File: src/verilog/io_decode_pkg.sv
// Constants for the I/O-space address decoder: window bounds, target codes.
// Assumes 16-bit word addresses on the I/O space and a single system clock.
// Behaviour
// - Decode a dedicated 64K I/O space
// - Respond only to I/O-space or DMA accesses
// - DMA reaches only I2C, UART, I2S, SD, USB, converter
// - Idle control at 0x0000 to 0x0004
// - Four DMA windows, gaps reserved
// - Three timer windows, gaps reserved
// - RTC window 0x1900 to 0x197F
// - I2C window 0x1A00 to 0x1A6C
// - UART window 0x1B00 to 0x1B1F
// - System control 0x1C00 to 0x1CFF
// - Four audio port windows, offset 0x40 inclusive
// - LCD window 0x2E00 to 0x2E40, full option
// - SPI window 0x3000 to 0x300F
// - Two card windows 0x3A00, 0x3B00
// - Converter window 0x7000 to 0x70FF, full option
// - USB owns 0x8000 to 0xFFFF
// - Reduced option: 0x3B2F to 0x7FFF reserved
package io_decode_pkg;
  localparam int ADDR_W = 16;
  localparam int DATA_W = 16;
  localparam int NUM_TGT = 24;
  localparam int TGT_W = 5;

  // Target indices, one select line each
  localparam int T_IDLE = 0;
  localparam int T_DMA0 = 1;
  localparam int T_TMR0 = 5;
  localparam int T_RTC = 8;
  localparam int T_I2C = 9;
  localparam int T_UART = 10;
  localparam int T_SYS = 11;
  localparam int T_AUD0 = 12;
  localparam int T_LCD = 16;
  localparam int T_SPI = 17;
  localparam int T_SD0 = 18;
  localparam int T_SD1 = 19;
  localparam int T_ADC = 20;
  localparam int T_USB = 21;

  localparam logic [15:0] IDLE_LO = 16'h0000;
  localparam logic [15:0] IDLE_HI = 16'h0004;
  localparam logic [15:0] DMA_BASE = 16'h0c00;
  localparam logic [15:0] DMA_STEP = 16'h0100;
  localparam logic [15:0] DMA_SPAN = 16'h007f;
  localparam logic [15:0] TMR_BASE = 16'h1800;
  localparam logic [15:0] TMR_STEP = 16'h0040;
  localparam logic [15:0] TMR_SPAN = 16'h001f;
  localparam logic [15:0] RTC_LO = 16'h1900;
  localparam logic [15:0] RTC_HI = 16'h197f;
  localparam logic [15:0] I2C_LO = 16'h1a00;
  localparam logic [15:0] I2C_HI = 16'h1a6c;
  localparam logic [15:0] UART_LO = 16'h1b00;
  localparam logic [15:0] UART_HI = 16'h1b1f;
  localparam logic [15:0] SYS_LO = 16'h1c00;
  localparam logic [15:0] SYS_HI = 16'h1cff;
  localparam logic [15:0] AUD_BASE = 16'h2800;
  localparam logic [15:0] AUD_STEP = 16'h0100;
  localparam logic [15:0] AUD_SPAN = 16'h0040;
  localparam logic [15:0] LCD_LO = 16'h2e00;
  localparam logic [15:0] LCD_HI = 16'h2e40;
  localparam logic [15:0] SPI_LO = 16'h3000;
  localparam logic [15:0] SPI_HI = 16'h300f;
  localparam logic [15:0] SD_BASE = 16'h3a00;
  localparam logic [15:0] SD_STEP = 16'h0100;
  localparam logic [15:0] SD_SPAN = 16'h001f;
  localparam logic [15:0] ADC_LO = 16'h7000;
  localparam logic [15:0] ADC_HI = 16'h70ff;
  localparam logic [15:0] USB_LO = 16'h8000;

  localparam logic [DATA_W-1:0] RD_ZERO = 16'h0000;
endpackage : io_decode_pkg

File: src/verilog/io_space_address_decoder.sv
// I/O-space address decoder: registers one access per cycle and raises the
// select line of the owning peripheral window; returns the selected read data.
// Assumes masters issue one-cycle strobes from logic on clk; no stalling.
`timescale 1ns/1ps
module io_space_address_decoder #(
  parameter bit FULL_OPTION = 1'b1 // LCD and converter windows present
) (
  input wire logic clk,
  input wire logic rst_n,
  input wire logic io_req, // I/O-space instruction or DMA access strobe
  input wire logic io_from_dma,
  input wire logic mem_req, // Ordinary memory access; never decoded here
  input wire logic io_we,
  input wire logic [io_decode_pkg::ADDR_W-1:0] io_addr,
  input wire logic [io_decode_pkg::DATA_W-1:0] io_wdata,
  input wire logic [io_decode_pkg::NUM_TGT*io_decode_pkg::DATA_W-1:0] tgt_rdata,
  output logic [io_decode_pkg::NUM_TGT-1:0] tgt_sel,
  output logic tgt_we,
  output logic [io_decode_pkg::ADDR_W-1:0] tgt_addr,
  output logic [io_decode_pkg::DATA_W-1:0] tgt_wdata,
  output logic io_rvalid,
  output logic [io_decode_pkg::DATA_W-1:0] io_rdata,
  output logic io_miss
);
  localparam int NT = io_decode_pkg::NUM_TGT;
  localparam int DW = io_decode_pkg::DATA_W;

  initial begin
    if (io_decode_pkg::ADDR_W != 16) begin
      $error("I/O space must be 64K, 16-bit word address");
    end
  end

  logic [15:0] a;
  assign a = io_addr;

  function automatic logic in_rng(input logic [15:0] x, input logic [15:0] lo,
                                  input logic [15:0] hi);
    in_rng = (x >= lo) && (x <= hi);
  endfunction : in_rng

  // Window hits
  logic [NT-1:0] hit;
  assign hit[io_decode_pkg::T_IDLE] =
    in_rng(a, io_decode_pkg::IDLE_LO, io_decode_pkg::IDLE_HI);

  genvar g;
  generate
    for (g = 0; g < 4; g++) begin : g_dma
      localparam logic [15:0] LO = io_decode_pkg::DMA_BASE + 16'(g) * io_decode_pkg::DMA_STEP;
      assign hit[io_decode_pkg::T_DMA0+g] = in_rng(a, LO, LO + io_decode_pkg::DMA_SPAN);
    end
    for (g = 0; g < 3; g++) begin : g_tmr
      localparam logic [15:0] LO = io_decode_pkg::TMR_BASE + 16'(g) * io_decode_pkg::TMR_STEP;
      assign hit[io_decode_pkg::T_TMR0+g] = in_rng(a, LO, LO + io_decode_pkg::TMR_SPAN);
    end
    for (g = 0; g < 4; g++) begin : g_aud
      localparam logic [15:0] LO = io_decode_pkg::AUD_BASE + 16'(g) * io_decode_pkg::AUD_STEP;
      assign hit[io_decode_pkg::T_AUD0+g] = in_rng(a, LO, LO + io_decode_pkg::AUD_SPAN);
    end
  endgenerate

  assign hit[io_decode_pkg::T_RTC] =
    in_rng(a, io_decode_pkg::RTC_LO, io_decode_pkg::RTC_HI);
  assign hit[io_decode_pkg::T_I2C] =
    in_rng(a, io_decode_pkg::I2C_LO, io_decode_pkg::I2C_HI);
  assign hit[io_decode_pkg::T_UART] =
    in_rng(a, io_decode_pkg::UART_LO, io_decode_pkg::UART_HI);
  assign hit[io_decode_pkg::T_SYS] =
    in_rng(a, io_decode_pkg::SYS_LO, io_decode_pkg::SYS_HI);
  // Reduced option leaves the whole 0x3B2F-0x7FFF stretch reserved
  assign hit[io_decode_pkg::T_LCD] = FULL_OPTION &&
    in_rng(a, io_decode_pkg::LCD_LO, io_decode_pkg::LCD_HI);
  assign hit[io_decode_pkg::T_SPI] =
    in_rng(a, io_decode_pkg::SPI_LO, io_decode_pkg::SPI_HI);
  assign hit[io_decode_pkg::T_SD0] = in_rng(a, io_decode_pkg::SD_BASE,
    io_decode_pkg::SD_BASE + io_decode_pkg::SD_SPAN);
  assign hit[io_decode_pkg::T_SD1] = in_rng(a, io_decode_pkg::SD_BASE + io_decode_pkg::SD_STEP,
    io_decode_pkg::SD_BASE + io_decode_pkg::SD_STEP + io_decode_pkg::SD_SPAN);
  assign hit[io_decode_pkg::T_ADC] = FULL_OPTION &&
    in_rng(a, io_decode_pkg::ADC_LO, io_decode_pkg::ADC_HI);
  assign hit[io_decode_pkg::T_USB] = (a >= io_decode_pkg::USB_LO);
  assign hit[NT-1:io_decode_pkg::T_USB+1] = '0;

  // Windows a DMA controller may reach
  logic [NT-1:0] dma_ok;
  assign dma_ok = (NT'(1) << io_decode_pkg::T_I2C) | (NT'(1) << io_decode_pkg::T_UART)
    | (NT'(4'hf) << io_decode_pkg::T_AUD0) | (NT'(1) << io_decode_pkg::T_SD0)
    | (NT'(1) << io_decode_pkg::T_SD1) | (NT'(1) << io_decode_pkg::T_USB)
    | (NT'(1) << io_decode_pkg::T_ADC);

  // Memory-space accesses never reach this space
  logic take;
  assign take = io_req && !mem_req;

  logic [NT-1:0] nxt_sel;
  assign nxt_sel = take ? (hit & (io_from_dma ? dma_ok : '1)) : '0;

  // A miss is a reserved address or a DMA into a barred window
  logic nxt_miss;
  assign nxt_miss = take && (nxt_sel == '0);

  logic [NT-1:0] sel_ff;
  logic we_ff;
  logic rd_ff;
  logic miss_ff;
  logic [15:0] addr_ff;
  logic [DW-1:0] wdata_ff;

  always_ff @(posedge clk) begin
    if (!rst_n) begin
      sel_ff <= '0;
      we_ff <= 1'b0;
      rd_ff <= 1'b0;
      miss_ff <= 1'b0;
      addr_ff <= '0;
      wdata_ff <= '0;
    end else begin
      sel_ff <= nxt_sel;
      we_ff <= take && io_we && (nxt_sel != '0); // Reserved writes dropped
      rd_ff <= take && !io_we;
      miss_ff <= nxt_miss;
      addr_ff <= io_addr;
      wdata_ff <= io_wdata;
    end
  end

  assign tgt_sel = sel_ff;
  assign tgt_we = we_ff;
  assign tgt_addr = addr_ff;
  assign tgt_wdata = wdata_ff;
  assign io_miss = miss_ff;

  // Read return: OR of selected window data; zero when nothing selected
  logic [DW-1:0] rd_mux;
  always_comb begin
    rd_mux = io_decode_pkg::RD_ZERO;
    for (int i = 0; i < NT; i++) begin
      if (sel_ff[i]) begin
        rd_mux = rd_mux | tgt_rdata[i*DW +: DW];
      end
    end
  end

  logic rvalid_ff;
  logic [DW-1:0] rdata_ff;
  always_ff @(posedge clk) begin
    if (!rst_n) begin
      rvalid_ff <= 1'b0;
      rdata_ff <= io_decode_pkg::RD_ZERO;
    end else begin
      rvalid_ff <= rd_ff;
      rdata_ff <= rd_ff ? rd_mux : io_decode_pkg::RD_ZERO;
    end
  end

  assign io_rvalid = rvalid_ff;
  assign io_rdata = rdata_ff;
endmodule : io_space_address_decoder

File: config.mk
export PLATFORM = sky130hd
export DESIGN_NAME = io_space_address_decoder
export DESIGN_NICKNAME = d
export VERILOG_FILES = /design/src/verilog/io_decode_pkg.sv /design/src/verilog/io_space_address_decoder.sv
export SDC_FILE = /design/constraint.sdc
export NUM_CORES = 1
export LEC_CHECK = 0
export BUFFER_PORTS_ARGS = -buffer_cell sky130_fd_sc_hd__buf_4
export CAP_MARGIN = 40
export CORE_AREA = 2 2 196 198
export DETAILED_ROUTE_END_ITERATION = 7
export DIE_AREA = 0 0 198 200
export GPL_TIMING_DRIVEN = 0
export PLACE_DENSITY = 0.4
export SLEW_MARGIN = 5
export SYNTH_ARGS = -nofsm -noshare
export SYNTH_HDL_FRONTEND = slang
export SYNTH_SLANG_ARGS = --single-unit
File: constraint.sdc
create_clock -name clk -period 5.5 [get_ports clk]
set_clock_uncertainty 0.1 [all_clocks]
set_input_delay 0.55 -clock clk [delete_from_list [all_inputs] [get_ports clk]]
set_output_delay 0.55 -clock clk [all_outputs]
set_load 0.02 [all_outputs]
==> flow_summary.toml <==
[placement]
place.gp.congestion = 0.883
pre_cts_slack_ps = 2820
place_hpwl_um = 36500
numPortBuffers = 459

[sta]
timing.hold.ws_ps = 267
slew_viol_final = 0
setup_total_neg_slack_ps = 0
timing.final.crit_share_pct = 46.7
endpoints_failing_hold = 0
tightestPinTransition_ps = 936
final.min_clock_period_ps = 2570
maxClockFrequency_ghz = 0.389
grt_setup_unrepaired = "no"
finalWorstSetupSlack_ps = 2930
maxSlewHeadroom_pct = 37.6
setup-violations-final = 0

[floorplan]
dieWidth_um = 198
coreArea_mm2 = 0.0374
pin_count = 497
start_util_pct = 11.9
floorplan.die.height_um = 200
die_area_mm2 = 0.0396
num_rows = 71

[route]
route.top_layer_used = "met5"
post_drt_via_cell_ratio = 4.48
num_vias = 6920
drc = 0
dr_wl_met3_um = 3430
postRouteWirelength_um = 43200
routedWlPerCell_um = 27.9
antenna_violating_nets_post_route = 0
detail_route.first_pass.iterations = 5
dr.first_iter.drc_count = 464
wl_met1_um = 16300
routed_met2_length_um = 22200

[setup_path]
crit_buf_inv = 3
crit_path_top_delay_cell = "clkbuf_1"
crit_chain = "clkbuf_1 > clkbuf_1 > buf_6 > a22oi_1 > nand3_1 > nor2_1 > a31oi_1"
critPathRequiredTime_ps = 5660
critical_path_class = "reg2reg"
cp_top_family = "buffers and inverters"
kind_of_start_point_of_the_critical_path = "flip-flop"
cp_slowest_stage_delay_ps = 650
timing.critical_path.fanout_max = 7
critPathMostFrequentCell = "clkbuf_1"
arr_time_crit_path_ps = 2730
crit_end_element = "flip-flop"

[logic_synthesis]
synthSimpleGateAreaFrac_pct = 20.7
synth_fa_ha_area_share_pct = 0
synthMuxAreaShare_pct = 0
netlist-cell-type-count = 50
synth_top_family_by_area = "compound AO/OA/AOI/OAI gates"
post_synth_xor_area_fraction_pct = 0
netlist_instances = 537
yosys_warnings = 0
synth_sequential_area_ratio_pct = 33.2
yosys_most_used_dff = "dfxtp_1"
netlist_area_mm2 = 0.00446
synth_compound_area_share_pct = 39.8
share_of_flip_flops_with_an_asynchronous_set_or_reset_after_synthesis_pct = 0
ys_top_cells_by_area = "dfxtp_1 (33%), a22oi_1 (14%), a221oi_1 (9.4%), a22o_1 (9.4%), clkbuf_1 (4.5%)"
netlist.top_cell.by_area = "dfxtp_1"
syn_area_per_cell_um2 = 8.30
synth.ff_latch_count = 74
synth_enable_flop_cells = 0
yosysTopAreaCellShare_pct = 33.2

[clocking]
clkLatencyLatePin_ps = 360
tritoncts = "built"
htreeDepth = 3
cts.reportedPaths.clkPinSlew_ps = 80
clock_tree.buffer_depth = 2
cts_root_buf = "clkbuf_16"
post-cts-setup-buffer-count = 0
cts_resized = 0
clock_sink_count = 74
cts_hold_buffers = 0
cts_inserted_buffers = 9

[layout]
final_layout_size_suffix_gt1_share_pct = 48.9
finish.net_count = 1446
fillers = 4159
layout.area.seq_mm2 = 0.00148
multi_input_comb_area_mm2 = 0.00270
area.growth.synth_to_final_pct = 103

[hold_path]
hold_path_class = "in2reg"

[global_routing]
grt_overflow = 0
globalRouteTotalUtil_pct = 20.9
first_global_vias = 6932
pin_count_of_the_biggest_net_entering_global_routing = 16
antenna_found_initial = 7
wire_length_of_the_first_global_routing_pass_um = 56000

[power]
power_leakage_nw = 3.98
power_mw = 1.56
irDropWorstVdd_mv = 0.157
power.density_cell_area_mw_per_mm2 = 172

[run]
drv.max_cap_violation_count = 0

[status]
outcome = "complete, no violations"
[power by group]
group          internal, mW  switching [mW]  total, mW
logic                 0.219           0.135      0.354
registers             0.550         0.00428      0.554
clock network         0.362           0.291      0.653
[per-stage QoR]
stage / std cells / utilization, % / cell area (um^2)
finish: 1545 / 24.2 / 9070
global route: 1544 / 24.2 / 9060
CTS: 1540 / 24.2 / 9050
detailed placement: 1524 / 23.4 / 8740
global placement: 1508 / 22.8 / 8550
floorplan: 538 / - / 4460
[worst register-to-register path, stage by stage (launching register included)]
cell,delay (ps)
dfxtp_1,330
clkbuf_1,650
clkbuf_1,530
buf_6,230
a22oi_1,120
nand3_1,180
nor2_1,80
a31oi_1,250
[layout by cell type, fill, tap and decap left out, types with 6 or more instances in the layout]
cell       synthesis  final
nor3_1            13     13
a22o_1            48     48
nor2_1            43     43
clkbuf_16          0      9
dfxtp_1           74     74
nand3_1           38     38
nand2_1           10     10
clkbuf_1          53     53
a221oi_1          48     48
a31oi_1           19     19
o21ai_0           10     10
inv_1              6      6
and2_1            30     30
buf_4              2    461
buf_6              1     12
a22oi_1           81     81
a21oi_1            8      8
[cell type report]
cell class,count,share of cell area [%]
Buffer,59,2.83
Clock buffer,9,2.48
Sequential cell,74,16.3
Antenna cell,5,0.138
Tap cell,511,7.05
Timing Repair Buffer,475,40.2
Multi-Input combinational cell,399,29.8
Clock inverter,7,0.925
Inverter,6,0.248
[registers in the layout (all words and copies together) (netlist names)]
signal	flops
rd_ff	1
tgt_we	1
tgt_addr	16
io_rdata	16
io_miss	1
tgt_sel	22
io_rvalid	1
tgt_wdata	16
[routing by layer]
layer,track usage [%],vias to the layer above
li1,-,3130
met1,23.5,3356
met2,37.4,380
met3,6.33,50
met4,7.63,4
met5,0,-
[Yosys cell counts (all sizes together), types with 6 or more instances]
cell type,n
a22oi,81
dfxtp,74
clkbuf,55
a221oi,48
a22o,48
nor2,43
nand3,38
and2,31
a31oi,19
nor3,14
o21ai,11
nand2,10
a21oi,8
inv,6
[final timing paths]
kind / startpoint / end / slack (ps) / depth (start not counted)
worst max-delay path: tgt_sel[14]$_SDFF_PN0_ / io_rdata[2]$_SDFF_PN0_ / 2930 / 7
worst min-delay path: io_we / rd_ff$_SDFF_PN0_ / 270 / 2
worst max register to register: tgt_sel[14]$_SDFF_PN0_ / io_rdata[2]$_SDFF_PN0_ / 2930 / 7
worst min register to register: rd_ff$_SDFF_PN0_ / io_rdata[1]$_SDFF_PN0_ / 700 / 2
[kinds of logic after synthesis]
| logic type | after synthesis |
|---|---|
| AO/OA/AOI/OAI | 228 |
| buffers and inverters | 65 |
| AND/OR/NAND/NOR | 169 |
| other | 1 |
| flip-flops | 74 |
(Power assumes the default switching activity.)
